<file path="src/sync_serial_pkg.sv">
package sync_serial_pkg;

    // ==========================================================
    // Register map (word aligned byte addresses)
    // ==========================================================
    localparam logic [7:0] ADDR_CTRL      = 8'h00;
    localparam logic [7:0] ADDR_STATUS    = 8'h04;
    localparam logic [7:0] ADDR_DATA_LOW  = 8'h08;
    localparam logic [7:0] ADDR_DATA_HIGH = 8'h0c;
    localparam logic [7:0] ADDR_IRQ_REQ   = 8'h10;
    localparam logic [7:0] ADDR_IRQ_EN    = 8'h14;
    localparam logic [7:0] ADDR_PIN_CFG   = 8'h18;

    // ==========================================================
    // Field positions and reset values
    // ==========================================================
    localparam int          STAT_RSVD     = 7;
    localparam int          STAT_SOL      = 6;
    localparam int          STAT_OVERRUN_ERROR_FLAG     = 5;
    localparam int          STAT_STF      = 0;
    localparam int          CLK_EXT_BIT   = 3;
    localparam logic [7:0]  STATUS_FIXED  = 8'h80;
    localparam logic [7:0]  CTRL_RESET    = 8'h00;
    localparam logic [7:0]  PIN_RESET     = 8'h00;
    localparam logic [4:0]  LAST_BIT_8    = 5'h07;
    localparam logic [4:0]  LAST_BIT_16   = 5'h0f;

    // ==========================================================
    // Types
    // ==========================================================
    typedef struct packed {
        logic       mode_select_upper;
        logic       mode_select_lower;
        logic [1:0] unused;
        logic [3:0] clk_sel;
    } ctrl_t;

    typedef struct packed {
        logic [3:0] unused;
        logic       open_drain_select;
        logic       sck_func;
        logic       si_func;
        logic       so_func;
    } pin_cfg_t;

    typedef enum logic { ST_IDLE, ST_RUN } state_t;

    // Half serial clock period in pclk cycles for taps /1024 to /2
    function automatic logic [9:0] half_period(input logic [2:0] sel);
        case (sel)
            3'h0:    half_period = 10'h200;
            3'h1:    half_period = 10'h080;
            3'h2:    half_period = 10'h020;
            3'h3:    half_period = 10'h010;
            3'h4:    half_period = 10'h008;
            3'h5:    half_period = 10'h004;
            3'h6:    half_period = 10'h002;
            default: half_period = 10'h001;
        endcase
    endfunction : half_period

endpackage : sync_serial_pkg

</file>
<file path="src/clocked_serial_shift_port.sv">
// The APB slave port and the register offsets are this design's own decisions.
`timescale 1ns/1ns
// Function
// - Data-out pin may be open drain, else drives both levels.
// - Upper mode bit must be 0; lower bit picks 16 or 8 bits.
// - Four-bit clock select picks internal prescaler tap or external clock.
// - Any control register write reinitialises transfer state.
// - 8-bit uses low data register; 16-bit adds high as upper byte.
// - Setting start flag begins shifting transmit data out.
// - Completion sets the transfer-done request flag.
// - Internal clock follows data; no pulses after completion until restart.
// - Data-out keeps the last shifted bit after completion.
// - External clock mode shifts only on partner-supplied clock edges.
// - Extra external pulses after transmit shift nothing and set overrun.
// - Idle writes of output-level bit change data-out at once.
// - Start flag in receive use begins sampling data-in.
// - Extra pulses after receive capture nothing and set overrun.
// - Simultaneous mode shifts both ways; done after both complete.
// - Done request interrupts only when the enable bit is set.
// - LSB first; output changes on falling edge, input sampled rising.
// - Start flag reads 1 while busy, cleared on completion.
// - Overrun clears only by writing 0 after reading 1.
// - Output-level setting lasts only until the next transmission.
module clocked_serial_shift_port (
    input  wire logic        pclk,             // System clock
    input  wire logic        presetn,          // Async reset, low
    input  wire logic        psel,             // APB select
    input  wire logic        penable,          // APB enable
    input  wire logic        pwrite,           // APB direction
    input  wire logic [7:0]  paddr,            // APB byte address
    input  wire logic [31:0] pwdata,           // APB write data
    output logic      [31:0] prdata,           // APB read data
    output logic             pready,           // APB ready
    output logic             pslverr,          // APB unmapped access
    input  wire logic        serial_data_in,   // Data-in pin
    output logic             serial_data_out,  // Data-out pin level
    output logic             serial_data_oe,   // Data-out drive enable
    input  wire logic        serial_clock_in,  // Clock pin input
    output logic             serial_clock_out, // Clock pin level
    output logic             serial_clock_oe,  // Clock pin drive enable
    output logic             transfer_irq      // Gated done request
);

    // ==========================================================
    // State
    // ==========================================================
    sync_serial_pkg::ctrl_t    ctrl_q, ctrl_d;
    sync_serial_pkg::pin_cfg_t pin_q, pin_d;
    sync_serial_pkg::state_t   state_q, state_d;
    logic [7:0]  low_q, low_d, high_q, high_d;
    logic [4:0]  bits_q, bits_d;
    logic [9:0]  div_q, div_d;
    logic        sclk_q, sclk_d, so_q, so_d, stf_q, stf_d;
    logic        overrun_error_flag_q, overrun_error_flag_d, overrun_error_flag_rd_q, overrun_error_flag_rd_d;
    logic        done_q, done_d, done_req_q, done_req_d;
    logic        irq_en_q, irq_en_d, so_oe_q, sck_oe_q, irq_q;
    logic        sck_s1_q, sck_s2_q, sck_s3_q;
    logic        rdy_q, rdy_d, err_d;
    logic [31:0] rdata_q, rdata_d;
    logic        acc, wr_en, rd_en, ext, tick, rise_ev, fall_ev;
    logic [4:0]  last_bit;
    logic [7:0]  status_rd;

    // ==========================================================
    // APB decode
    // ==========================================================
    // No access gets a wait state; rdata is registered during the setup cycle
    assign acc       = psel & penable & rdy_q;
    assign wr_en     = acc & pwrite;
    assign rd_en     = acc & ~pwrite;
    assign status_rd = sync_serial_pkg::STATUS_FIXED
                     | {1'b0, so_q, overrun_error_flag_q, 4'h0, stf_q};

    // Bus answer and read mux
    always_comb begin
        rdy_d   = psel & ~penable & ~rdy_q;
        err_d   = 1'b0;
        rdata_d = 32'h0000_0000;
        if (rdy_d) begin
            case (paddr)
                sync_serial_pkg::ADDR_CTRL:      rdata_d[7:0] = ctrl_q;
                sync_serial_pkg::ADDR_STATUS:    rdata_d[7:0] = status_rd;
                sync_serial_pkg::ADDR_DATA_LOW:  rdata_d[7:0] = low_q;
                sync_serial_pkg::ADDR_DATA_HIGH: rdata_d[7:0] = high_q;
                sync_serial_pkg::ADDR_IRQ_REQ:   rdata_d[0]   = done_req_q;
                sync_serial_pkg::ADDR_IRQ_EN:    rdata_d[0]   = irq_en_q;
                sync_serial_pkg::ADDR_PIN_CFG:   rdata_d[7:0] = pin_q;
                default:                         err_d        = 1'b1;
            endcase
        end
    end

    always_ff @(posedge pclk or negedge presetn) begin
        if (!presetn) begin
            rdy_q   <= 1'b0;
            pslverr <= 1'b0;
            rdata_q <= 32'h0000_0000;
        end else begin
            rdy_q   <= rdy_d;
            pslverr <= err_d;
            rdata_q <= rdata_d;
        end
    end

    assign pready = rdy_q;
    assign prdata = rdata_q;

    // ==========================================================
    // External clock synchroniser
    // ==========================================================
    // Third stage only feeds the edge detector, never the first
    always_ff @(posedge pclk or negedge presetn) begin
        if (!presetn) begin
            sck_s1_q <= 1'b1;
            sck_s2_q <= 1'b1;
            sck_s3_q <= 1'b1;
        end else begin
            sck_s1_q <= serial_clock_in;
            sck_s2_q <= sck_s1_q;
            sck_s3_q <= sck_s2_q;
        end
    end

    // ==========================================================
    // Shift engine and registers
    // ==========================================================
    assign ext      = ctrl_q.clk_sel[sync_serial_pkg::CLK_EXT_BIT];
    assign last_bit = ctrl_q.mode_select_lower ? sync_serial_pkg::LAST_BIT_8
                                               : sync_serial_pkg::LAST_BIT_16;
    assign tick     = (state_q == sync_serial_pkg::ST_RUN) & ~ext
                    & (div_q == sync_serial_pkg::half_period(
                           ctrl_q.clk_sel[2:0]) - 10'h001);
    // Edges: internal divider or synchronised external pin
    assign fall_ev  = (state_q == sync_serial_pkg::ST_RUN)
                    & (ext ? (~sck_s2_q & sck_s3_q) : (tick & sclk_q));
    assign rise_ev  = (state_q == sync_serial_pkg::ST_RUN)
                    & (ext ? (sck_s2_q & ~sck_s3_q) : (tick & ~sclk_q));

    // Next state: bus writes first, hardware sets after so sets win; a control write comes last and wins over both for the engine fields it clears
    always_comb begin
        ctrl_d     = ctrl_q;
        pin_d      = pin_q;
        state_d    = state_q;
        low_d      = low_q;
        high_d     = high_q;
        bits_d     = bits_q;
        div_d      = div_q;
        sclk_d     = sclk_q;
        so_d       = so_q;
        stf_d      = stf_q;
        overrun_error_flag_d     = overrun_error_flag_q;
        overrun_error_flag_rd_d  = overrun_error_flag_rd_q;
        done_d     = done_q;
        done_req_d = done_req_q;
        irq_en_d   = irq_en_q;
        if (rd_en && paddr == sync_serial_pkg::ADDR_STATUS && overrun_error_flag_q)
            overrun_error_flag_rd_d = 1'b1;
        if (wr_en) begin
            case (paddr)
                sync_serial_pkg::ADDR_STATUS: begin
                    if (state_q == sync_serial_pkg::ST_IDLE)
                        so_d = pwdata[sync_serial_pkg::STAT_SOL];
                    if (!pwdata[sync_serial_pkg::STAT_OVERRUN_ERROR_FLAG] && overrun_error_flag_rd_q) begin
                        overrun_error_flag_d    = 1'b0;
                        overrun_error_flag_rd_d = 1'b0;
                    end
                    // Start refused while busy or in a non-sync mode
                    if (pwdata[sync_serial_pkg::STAT_STF]
                        && state_q == sync_serial_pkg::ST_IDLE
                        && !ctrl_q.mode_select_upper) begin
                        state_d = sync_serial_pkg::ST_RUN;
                        stf_d   = 1'b1;
                        bits_d  = 5'h00;
                        div_d   = 10'h000;
                        sclk_d  = 1'b1;
                        done_d  = 1'b0;
                    end
                end
                sync_serial_pkg::ADDR_DATA_LOW:  low_d  = pwdata[7:0];
                sync_serial_pkg::ADDR_DATA_HIGH: high_d = pwdata[7:0];
                sync_serial_pkg::ADDR_IRQ_REQ:
                    if (!pwdata[0])
                        done_req_d = 1'b0;
                sync_serial_pkg::ADDR_IRQ_EN:    irq_en_d = pwdata[0];
                sync_serial_pkg::ADDR_PIN_CFG:   pin_d    = pwdata[7:0];
                default: ;
            endcase
        end
        // Internal divider only runs during a transfer
        if (state_q == sync_serial_pkg::ST_RUN && !ext) begin
            div_d = tick ? 10'h000 : div_q + 10'h001;
            if (tick)
                sclk_d = ~sclk_q;
        end
        // Output bit changes on falling edge, replacing any level set
        if (fall_ev)
            so_d = low_q[0];
        if (rise_ev) begin
            if (ctrl_q.mode_select_lower)
                low_d = {serial_data_in, low_q[7:1]};
            else
                {high_d, low_d} = {serial_data_in, high_q, low_q[7:1]};
            bits_d = bits_q + 5'h01;
            if (bits_q == last_bit) begin
                state_d    = sync_serial_pkg::ST_IDLE;
                stf_d      = 1'b0;
                done_d     = 1'b1;
                done_req_d = 1'b1;
            end
        end
        // Extra external pulses only raise overrun, no data moves
        if (state_q == sync_serial_pkg::ST_IDLE && ext && done_q
            && sck_s2_q && !sck_s3_q)
            overrun_error_flag_d = 1'b1;
        // Control write stops the engine and returns it to a clean idle state
        if (wr_en && paddr == sync_serial_pkg::ADDR_CTRL) begin
            ctrl_d  = pwdata[7:0];
            state_d = sync_serial_pkg::ST_IDLE;
            bits_d  = 5'h00;
            div_d   = 10'h000;
            sclk_d  = 1'b1;
            stf_d   = 1'b0;
            done_d  = 1'b0;
        end
    end

    always_ff @(posedge pclk or negedge presetn) begin
        if (!presetn) begin
            ctrl_q     <= sync_serial_pkg::CTRL_RESET;
            pin_q      <= sync_serial_pkg::PIN_RESET;
            state_q    <= sync_serial_pkg::ST_IDLE;
            low_q      <= 8'h00;
            high_q     <= 8'h00;
            bits_q     <= 5'h00;
            div_q      <= 10'h000;
            sclk_q     <= 1'b1;
            so_q       <= 1'b0;
            stf_q      <= 1'b0;
            overrun_error_flag_q     <= 1'b0;
            overrun_error_flag_rd_q  <= 1'b0;
            done_q     <= 1'b0;
            done_req_q <= 1'b0;
            irq_en_q   <= 1'b0;
        end else begin
            ctrl_q     <= ctrl_d;
            pin_q      <= pin_d;
            state_q    <= state_d;
            low_q      <= low_d;
            high_q     <= high_d;
            bits_q     <= bits_d;
            div_q      <= div_d;
            sclk_q     <= sclk_d;
            so_q       <= so_d;
            stf_q      <= stf_d;
            overrun_error_flag_q     <= overrun_error_flag_d;
            overrun_error_flag_rd_q  <= overrun_error_flag_rd_d;
            done_q     <= done_d;
            done_req_q <= done_req_d;
            irq_en_q   <= irq_en_d;
        end
    end

    // ==========================================================
    // Pin drivers and interrupt
    // ==========================================================
    // Open drain only ever pulls low
    always_ff @(posedge pclk or negedge presetn) begin
        if (!presetn) begin
            so_oe_q  <= 1'b0;
            sck_oe_q <= 1'b0;
            irq_q    <= 1'b0;
        end else begin
            so_oe_q  <= pin_d.so_func
                      & (~pin_d.open_drain_select | ~so_d);
            sck_oe_q <= pin_d.sck_func
                      & ~ctrl_d.clk_sel[sync_serial_pkg::CLK_EXT_BIT];
            irq_q    <= done_req_q & irq_en_q;
        end
    end

    assign serial_data_out  = so_q;
    assign serial_data_oe   = so_oe_q;
    assign serial_clock_out = sclk_q;
    assign serial_clock_oe  = sck_oe_q;
    assign transfer_irq     = irq_q;
endmodule : clocked_serial_shift_port

</file>
<file path="config.mk">
export PLATFORM = sky130hd
export DESIGN_NAME = clocked_serial_shift_port
export DESIGN_NICKNAME = d
export VERILOG_FILES = /design/src/sync_serial_pkg.sv /design/src/clocked_serial_shift_port.sv
export SDC_FILE = /design/constraint.sdc
export NUM_CORES = 1
export LEC_CHECK = 0
export ABC_AREA = 1
export BUFFER_PORTS_ARGS = -buffer_cell sky130_fd_sc_hd__buf_2
export CORE_UTILIZATION = 50
export DETAILED_ROUTE_END_ITERATION = 7
export PLACE_DENSITY_LB_ADDON = 0.3
export SLEW_MARGIN = 20
export SYNTH_ARGS = -nofsm -noshare
export SYNTH_HDL_FRONTEND = slang
export SYNTH_SLANG_ARGS = --single-unit
</file>
<file path="constraint.sdc">
create_clock -name pclk -period 2 [get_ports pclk]
set_input_delay 0.2 -clock pclk [delete_from_list [all_inputs] [get_ports pclk]]
set_output_delay 0.2 -clock pclk [all_outputs]
set_load 0.1 [all_outputs]
</file>
==> impl_metrics.toml, run 1 <==
[run_status]
run_status = "finished clean"

[logic_synthesis]
yosysSeqAreaShare_pct = 43.5
postSynthCellCount = 529
ys.flop_type = "dfrtp_1"
synth_edf_count = 0
avgSynthCellArea_um2 = 7.85
synth_area_um2 = 4160
synth_warnings = 0
synth.distinct_cells = 42
ys_ff_latch = 72
async_reset_ff_share_pct = 100

[place]
placed_area_um2 = 4540
dp_worst_setup_slack_ns = -0.0934
post-dp-hpwl_um = 7570
gp_congestion = 0.954
port_buffers = 37
dp.cells = 683

[power]
p_total_mw = 3.14
p_leak_nw = 2.50
peakVddDrop_mv = 0.412
power_per_cell_area_nw_per_um2 = 636

[floorplanning]
num_rows = 32
dieArea_um2 = 8680
design.core.area_um2 = 7890
dieWidth_um = 93.2
start_util_pct = 52.7
pin_count = 86
die_y_um = 93.2

[drt]
final_antenna_net_count = 0
dr.pass1.iters = 5
first_iter_violations = 244
vias = 3776
routed_wirelength_um = 10300
post_drt_wl_per_cell_um = 14.5
routed_via_density = 5.30
drc_errors = 0

[layout]
antenna_cells = 0
nets = 654
syn2layout_area_growth_pct = 18.9
final_layout_size_suffix_gt1_share_pct = 24.6
fin_cells = 712
final_cell_area_um2 = 4940
fill_cells = 682

[clock_network]
tritoncts = "yes"
cts.path.max_buffers = 2
clock-sinks = 72
clkSlewWorstSetupHoldPaths_ns = 0.07
htreeDepth = 3
cts-root-buf = "clkbuf_8"
clk_latency_ns = 0.36
cts_buffers = 9

[global_route]
grt_pass1_wl_um = 16600
grt_antenna_before_repair = 0
track_usage_pct = 25.0
grt_pass1_vias = 3476
grt_max_degree = 56
gr-total-overflow = 0

[setup_path]
worstSetupPathType = "reg2reg"
crit_path_start_kind = "flop"
worstPathMaxFanout = 10
required_ns = 2.25
end_kind = "flop"
arrival_ns = 2.23

[timing]
skew_ns = 0.00933
finalSetupTns_ns = 0
layout_min_cycle_time_ns = 1.98
layout_setup_ws_ns = 0.0198
worst_pin_slew_ns = 0.616
finalSetupViolations = 0
post-route-period-util_pct = 99.0
slew_headroom_pct = 58.9
drv_slew = 0
fmax_mhz = 505
rsz0062_at_grt = "yes"
finalHoldViolCount = 0

[hold_path]
hp-class = "in2reg"

[job]
cap_violations = 0
## report_power, final
group / leakage (nW) / internal (mW) / switching, mW
logic: 1.51 / 0.0459 / 0.306
clock network: 0.114 / 0.770 / 0.544
registers: 0.871 / 1.47 / 0.00762
total: 2.50 / 2.28 / 0.858
## state kept, by name (all words and copies together), names as in the netlist, 5 cells and up
signal	cells
high_q	8
low_q	8
prdata	8
bits_q	5
pin_q	8
ctrl_q	8
div_q	10
## what timing repair did
item	CTS	global route
hold buffers	2	0
setup buffers	0	9
cloned	0	2
pin swaps	0	5
hold endpoints to repair	18	0
resized for setup	3	23
endpoints found under the setup margin	19	25
## layer usage
metal	global-route usage [%]	up-vias	share of wire (%)
met1	32.8	1817	44
met2	40.8	115	49
met4	10.3	0	3.0
met3	4.47	25	4.1
met5	0	-	0
li1	-	1819	-
## metrics by stage
step	util (%)	hold WS [ns]
2_1_floorplan	-	-0.0956
3_3_place_gp	57.5	0.164
3_5_place_dp	57.5	0.173
4_1_cts	60.7	0.0575
5_1_grt	62.6	0.0806
6_report	62.6	0.0706
## synthesized netlist by cell type, types with 3 or more instances
| cell type | n | area [µm²] |
|---|---|---|
| nand3_1 | 42 | 210 |
| buf_2 | 4 | 20.0 |
| nand2_2 | 6 | 37.5 |
| nand3_2 | 12 | 120 |
| nand2_1 | 133 | 499 |
| xor2_1 | 8 | 70.1 |
| nor2_1 | 36 | 135 |
| inv_2 | 9 | 33.8 |
| o21ai_1 | 8 | 40.0 |
| nor3_2 | 3 | 30.0 |
| and2_1 | 3 | 18.8 |
| a21oi_1 | 9 | 45.0 |
| nor3_1 | 10 | 50.1 |
| clkbuf_1 | 5 | 18.8 |
| buf_4 | 25 | 188 |
| dfstp_2 | 4 | 105 |
| dfrtp_1 | 68 | 1700 |
| nand4_1 | 7 | 43.8 |
| o21ai_0 | 44 | 220 |
| a41oi_1 | 3 | 26.3 |
| inv_1 | 55 | 206 |
| nor2_4 | 4 | 45.0 |
| a221oi_1 | 4 | 35.0 |
| buf_6 | 4 | 45.0 |
## critical path, cell delays in order, from the launching register on
cell and delay (ns):
dfrtp_2 0.45, buf_6 0.14, nor2_4 0.09, nor2_1 0.05, nor2_1 0.12, nand3_2 0.10
nor2_4 0.12, nand3_2 0.10, o21bai_4 0.19, buf_4 0.23, nand3_2 0.15, nand2_1 0.11
nor2_1 0.05
## logic make-up (layout without fill, tap and decap cells)
kind of cell / after synthesis / after routing / share of synthesized area [%]
AOI/OAI and AO/OA: 77 / 77 / 10.5
xor gates and xnor gates: 9 / 9 / 1.90
adders and majority gates: 2 / 2 / 0.602
buffers and inverters: 102 / 159 / 12.3
DFF: 72 / 72 / 43.5
muxes: 1 / 1 / 0.271
other: 1 / 24 / 0.0902
and+or+nand+nor: 265 / 266 / 30.8
## layout make-up
type                    count  area, µm²  area share (%)
multi-input cells         379       1970            39.9
clock buffers              13        159            3.22
repair buffers             79        559            11.3
clock inverters             3       65.1            1.32
inverters                  64        243            4.91
flip-flops and latches     72       1810            36.7
well taps                 102        128            2.58
## cells in the final DEF (no fill, tap or decap), types with 2 or more instances in the layout
cell,count
nand3_2,16
a21oi_1,9
clkbuf_1,2
buf_4,34
ha_1,2
nand4_1,7
inv_1,55
nor3_1,10
nand3_1,38
o21ai_0,38
bufinv_16,2
nand2_2,8
dfrtp_2,3
inv_2,8
and2_1,3
nor2_1,36
a221oi_1,4
a211oi_1,2
conb_1,24
clkbuf_8,11
nand2_1,131
nor2_4,5
nor3_2,3
buf_12,2
xor2_1,8
dlygate4sd3_1,2
buf_6,3
nand2_4,2
o21ai_1,14
dfrtp_1,64
a41oi_1,3
or2_2,2
buf_2,37
dfstp_2,4
o22ai_1,2
## path summary, 6_finish.rpt
kind | from | slack, ns | to | depth (start not counted)
max in group asynchronous | presetn | 1.00 | sck_s3_q | 3
min | serial_data_in | 0.07 | high_q[7] | 3
min in group asynchronous | presetn | 0.32 | serial_data_oe | 2
max | ctrl_q[1] | 0.02 | stf_q | 12
min reg2reg | sck_s1_q | 0.36 | sck_s2_q | 0
max reg2reg | ctrl_q[1] | 0.02 | stf_q | 12
Power figures use the tool's default switching activity.
==> inputs of run 2 (changes only) <==
--- a/config.mk
+++ b/config.mk
@@ -8,5 +8,6 @@
 export ABC_AREA = 1
 export BUFFER_PORTS_ARGS = -buffer_cell sky130_fd_sc_hd__buf_2
-export CORE_UTILIZATION = 50
+export CORE_UTILIZATION = 41
+export CTS_CLUSTER_DIAMETER = 30
 export DETAILED_ROUTE_END_ITERATION = 7
 export PLACE_DENSITY_LB_ADDON = 0.3
==> constraint.sdc (replaced) <==
create_clock -name pclk -period 2 [get_ports pclk]
set_input_delay 0.3 -clock pclk [delete_from_list [all_inputs] [get_ports pclk]]
set_output_delay 0.3 -clock pclk [all_outputs]
set_load 0.1 [all_outputs]
==> run 2 against run 1 <==
  * Final area rose by 1.7%
  * Hold slack got worse by 0.027 ns
  * First-iteration DRC count is 13% lower
  * Cell count is 4.5% higher
  * Largest power group unchanged
  * Highest routed layer unchanged
  * Sequential cell count unchanged
  * Total power is 0.49% lower
  * Combinational power about the same
==> impl_metrics.toml, run 2 (synthesis gave the netlist of run 1 again) <==
[run_status]
run_status = "finished clean"

[global_route]
grt_pass1_vias = 3497
grt_pass1_wl_um = 17000
track_usage_pct = 21.0
gr-total-overflow = 0
grt_antenna_before_repair = 0
grt_max_degree = 44

[drt]
drc_errors = 0
post_drt_wl_per_cell_um = 13.9
dr.pass1.iters = 4
first_iter_violations = 213
vias = 3704
routed_wirelength_um = 10300
routed_via_density = 4.98
final_antenna_net_count = 0

[place]
port_buffers = 37
gp_congestion = 0.868
post-dp-hpwl_um = 7680
dp_worst_setup_slack_ns = -0.0580
dp.cells = 718
placed_area_um2 = 4610

[setup_path]
critical_path.cell_chain = "buf_4 -> nand2_2 -> inv_1 -> o21ai_2 -> nand2_1 -> nor2_4 -> nand3_2 -> o21bai_4 -> nand2_4 -> clkbuf_16 -> nand3_2 -> nand3_1"
worstPathMaxFanout = 9
worst_path_largest_cell_delay_ns = 0.44
path_common_cell = "nand3_2"
rr_endpoint = "low_q[7]"
r2r_start = "ctrl_q[2]"
arrival_ns = 2.19
r2r_cells = 12
crit_path_start_kind = "flop"
required_ns = 2.23
r2r_slack_ns = 0.04
cpMaxStageDelayCell = "dfrtp_2"
worstSetupPathType = "reg2reg"
end_kind = "flop"

[timing]
rsz0062_at_grt = "yes"
post-route-period-util_pct = 97.9
layout_min_cycle_time_ns = 1.96
worst_pin_slew_ns = 0.617
drv_slew = 0
fmax_mhz = 511
layout_setup_ws_ns = 0.0418
finalSetupViolations = 0
finalHoldViolCount = 0
skew_ns = 0.00459
slew_headroom_pct = 58.9

[clock_network]
htreeDepth = 3
cts.path.max_buffers = 2
clock-sinks = 72
cts-root-buf = "clkbuf_8"
cts_buffers = 9
clk_latency_ns = 0.35
tritoncts = "yes"
clkSlewWorstSetupHoldPaths_ns = 0.08

[power]
peakVddDrop_mv = 0.245
p_total_mw = 3.13
power_per_cell_area_nw_per_um2 = 623
p_leak_nw = 2.51

[hold_path]
hp-class = "in2reg"
min_to = "sck_s1_q"
min_from = "serial_clock_in"
holdPathStages = 1

[layout]
final_common_cell = "nand2_1"
syn2layout_area_growth_pct = 20.9
final_cell_mix = "nand2_1, dfrtp_1, inv_1, nand3_1, buf_4"
fill_cells = 953
fin_cells = 744
largest_reg_flops = 10
final_cell_area_um2 = 5020
top_register = "div_q"
antenna_cells = 0
nets = 655
final_layout_size_suffix_gt1_share_pct = 26.0
fin_util_pct = 51.1

[floorplanning]
num_rows = 36
design.core.area_um2 = 9820
dieArea_um2 = 10500
dieWidth_um = 103
start_util_pct = 42.3
die_y_um = 103
pin_count = 86

[job]
cap_violations = 0
[run 2: cell count changes in the layout (fill, tap and decap cells not counted), sizes merged]
| cell | previous run | this run |
|---|---|---|
| clkbuf | 14 | 11 |
| nand2 | 141 | 140 |
| dlygate4sd3 | 2 | 1 |
| clkinv | 1 | 2 |
| clkinvlp | 0 | 3 |
| buf | 76 | 78 |
[run 2: worst max-delay path: cells and delay by family, from the launching register on]
| family | cells | cell delay, ns |
|---|---|---|
| compound gates | 2 | 0.31 |
| flops | 1 | 0.44 |
| buf+inv | 3 | 0.42 |
| simple gates | 7 | 0.67 |
[run 2: stage by stage]
stage                     setup TNS, ns  hold WS (ns)
after floorplan                       0       0.00441
after CTS                             0        0.0335
final                                 0        0.0440
after global placement                0         0.341
after detailed placement         -0.229         0.340
after global routing              -1.54        0.0361
[run 2: worst max-delay path by stage]
| stage | startpoint | endpoint | slack, ns | cells after the start |
|---|---|---|---|---|
| final | ctrl_q[2] | low_q[7] | 0.04 | 12 |
| after global routing | ctrl_q[1] | high_q[4] | -0.1 | 11 |
| after global placement | ctrl_q[2] | high_q[4] | 0.00008 | 10 |
| after detailed placement | ctrl_q[1] | high_q[4] | -0.06 | 11 |
| after floorplan | pready | div_q[5] | 0.04 | 8 |
| after CTS | ctrl_q[1] | high_q[4] | 0.03 | 11 |
[run 2: metal layers]
| metal | wire (µm) | global-route usage (%) |
|---|---|---|
| met5 | 0 | 0 |
| met4 | 244 | 7.58 |
| met3 | 335 | 2.64 |
| met2 | 5170 | 36.3 |
| met1 | 4590 | 27.0 |
[run 2: timing repair]
action,4_1_cts,5_1_grt
resized for setup,3,28
setup buffers,1,6
hold buffers,1,0
setup endpoints to repair,8,25
gates cloned,0,2
pin swaps,0,8
hold endpoints to repair,37,0
[run 2: final cells by class]
type	instances	area (µm²)	area share (%)
clock buffers	9	124	2.47
clock inverters	7	96.3	1.92
inverters	64	243	4.83
multi-input cells	378	1990	39.6
flip-flops and latches	72	1810	36.1
well taps	133	166	3.31
repair buffers	81	588	11.7
[run 2: where the power goes]
group	leakage, nW	switching (mW)	total (mW)	internal [mW]
combinational	1.54	0.305	0.353	0.0477
sequential	0.871	0.00710	1.47	1.47
clock	0.101	0.598	1.30	0.702
total	2.51	0.910	3.13	2.22
==> inputs of run 3 (changes only) <==
ABC_AREA = default   (was 1)
==> run 3 against run 2 <==
  * The run now ends with negative setup slack left
  * Worst setup slack worse by 0.52 ns
  * Clock skew is 0.0063 ns higher
  * First-iteration DRC count grew 23%
==> impl_metrics.toml, run 3 <==
[timing]
finalSetupViolations = 38
skew_ns = 0.0109
finalHoldViolCount = 0
rsz0062_at_grt = "yes"
drv_slew = 0
slew_headroom_pct = 60.2
fmax_mhz = 403
post-route-period-util_pct = 124
layout_setup_ws_ns = -0.478
worst_pin_slew_ns = 0.594
holdWs_ns = 0.0397
layout_min_cycle_time_ns = 2.48

[global_route]
grt_pass1_wl_um = 16700
grt_max_degree = 43
track_usage_pct = 21.8
grt_antenna_before_repair = 0
grt_pass1_vias = 3332
gr-total-overflow = 0

[drt]
routed_via_density = 5.52
final_antenna_net_count = 0
post_drt_wl_per_cell_um = 17.0
first_iter_violations = 263
routed_wirelength_um = 10500
dr.pass1.iters = 5
drc_errors = 0
vias = 3405

[setup_path]
arrival_ns = 2.77
rr_endpoint = "bits_q[4]"
r2r_cells = 9
worst_path_largest_cell_delay_ns = 0.45
required_ns = 2.30
path_common_cell = "buf_6"
critical_path.cell_chain = "buf_12 -> mux2_2 -> a2111o_1 -> o41a_1 -> buf_6 -> buf_4 -> buf_6 -> nor2_2 -> o31a_1"
r2r_start = "ctrl_q[2]"
r2r_slack_ns = -0.48
end_kind = "flop"
worstPathMaxFanout = 6
worstSetupPathType = "reg2reg"
cpMaxStageDelayCell = "dfrtp_2"
crit_path_start_kind = "flop"

[hold_path]
min_to = "sck_s1_q"
min_from = "serial_clock_in"
holdPathStages = 1
hp-class = "in2reg"

[place]
port_buffers = 37
dp_worst_setup_slack_ns = -0.594
post-dp-hpwl_um = 7240
gp_congestion = 0.855
dp.cells = 585

[clock_network]
clock-sinks = 72
cts-root-buf = "clkbuf_8"
tritoncts = "yes"
htreeDepth = 3
clkSlewWorstSetupHoldPaths_ns = 0.08
clk_latency_ns = 0.36
cts_buffers = 9
cts.path.max_buffers = 2

[logic_synthesis]
synth.distinct_cells = 60
yosysTopAreaCell = "dfrtp_1"
ys_ff_latch = 72
synthXorXnorAreaFrac_pct = 1.11
synth-compound-area-share_pct = 12.7
synthSimpleGateAreaFrac_pct = 17.4
synth.area.top_cells = "dfrtp_1, mux2_2, buf_4"
synth_common_cells = "dfrtp_1, mux2_2, nand2_1, buf_4, nor2_1"
postSynthCellCount = 386
synth_top_family_by_area = "simple AND/OR/NAND/NOR gates"
synthMostInstantiatedCell = "dfrtp_1"
synth_adder_area_share_pct = 0.635
yosysSeqAreaShare_pct = 45.9
synth_top_area_share_pct = 43.2
synth_area_um2 = 3940
synth_edf_count = 0
async_reset_ff_share_pct = 100
synth_warnings = 0
avgSynthCellArea_um2 = 10.2
ys.flop_type = "dfrtp_1"
synthMuxAreaShare_pct = 14.9

[floorplanning]
num_rows = 35
die_y_um = 100
dieWidth_um = 100
start_util_pct = 42.4
dieArea_um2 = 10000
design.core.area_um2 = 9280
pin_count = 86

[layout]
antenna_cells = 0
fill_cells = 793
final_cell_mix = "dfrtp_1, buf_4, buf_2, mux2_2, conb_1"
largest_reg_flops = 10
syn2layout_area_growth_pct = 31.4
top_register = "div_q"
final_common_cell = "dfrtp_1"
nets = 532
fin_cells = 617
final_layout_size_suffix_gt1_share_pct = 41.8
fin_util_pct = 55.8

[power]
p_clk_share_pct = 43.9
p_int_mw = 2.41
p_sw_mw = 0.935
p_comb_share_pct = 11.8
power_per_cell_area_nw_per_um2 = 646
peakVddDrop_mv = 0.274
p_leak_nw = 2.45
seq_power_share_pct = 44.4
p_sw_share_pct = 28.0

[job]
cap_violations = 0

[run_status]
run_status = "finished with violations"
violations = "negative setup slack"
## run 3: per-layer routing
layer	vias to the layer above	track usage (%)	part of all wire, %
met5	-	0	0
met2	153	33.9	47
met3	33	3.69	6.0
li1	1555	-	-
met4	0	10.7	3.0
met1	1664	29.6	44
## run 3: cells by family after synthesis
kind of cell | after synthesis
simple gates | 131
compound gates | 74
flops | 72
mux | 54
buf+inv | 47
xor+xnor | 5
fa+ha+maj | 2
other cells | 1
## run 3: power groups by stage
stage / Sequential, mW / Combinational (mW) / Clock [mW]
5_1_grt: 1.49 / 0.418 / 1.55
2_1_floorplan: 1.53 / 0.291 / 0
4_1_cts: 1.48 / 0.392 / 1.48
6_report: 1.48 / 0.393 / 1.47
3_5_place_dp: 1.51 / 0.386 / 0
3_3_place_gp: 1.51 / 0.383 / 0
## run 3: timing repair
action | CTS | global route
hold buffers | 1 | 0
setup buffers | 10 | 7
pin swaps | 10 | 7
resized for setup | 29 | 30
cloned | 0 | 0
setup endpoints to repair | 38 | 38
endpoints found under the hold margin | 38 | 0
## run 3: cell type report
| class | instances | area (µm²) | share of cell area (%) |
|---|---|---|---|
| tap | 129 | 161 | 3.12 |
| inverter | 8 | 30.0 | 0.580 |
| clock buffer | 10 | 138 | 2.66 |
| timing repair buffer | 102 | 751 | 14.5 |
| sequential | 72 | 1810 | 35.0 |
| multi-input combinational | 290 | 2170 | 41.9 |
| clock inverter | 6 | 113 | 2.17 |
## run 3: critical path, delay by kind of cell (launching register included)
family,cells,cell delay (ns)
flip-flops,1,0.45
buffers and inverters,4,0.56
AND/OR/NAND/NOR,1,0.11
AO/OA/AOI/OAI,3,0.97
multiplexers,1,0.32
## run 3: per-stage QoR
step / area, µm² / power, mW / TNS [ns]
final: 5180 / 3.34 / -13.46
after global routing: 5180 / 3.45 / -16.90
after global placement: 4570 / 1.89 / -12.95
after CTS: 5010 / 3.35 / -13.31
after floorplan: 4120 / 1.82 / -8.44
after detailed placement: 4570 / 1.90 / -15.66
## run 3: worst max path at each step
stage | cells past startpoint | endpoint | from
2_1_floorplan | 6 | high_q[3] | ctrl_q[0]
3_3_place_gp | 6 | high_q[6] | ctrl_q[2]
3_5_place_dp | 6 | high_q[6] | ctrl_q[2]
4_1_cts | 6 | state_q | ctrl_q[0]
5_1_grt | 11 | bits_q[4] | ctrl_q[1]
6_report | 9 | bits_q[4] | ctrl_q[2]
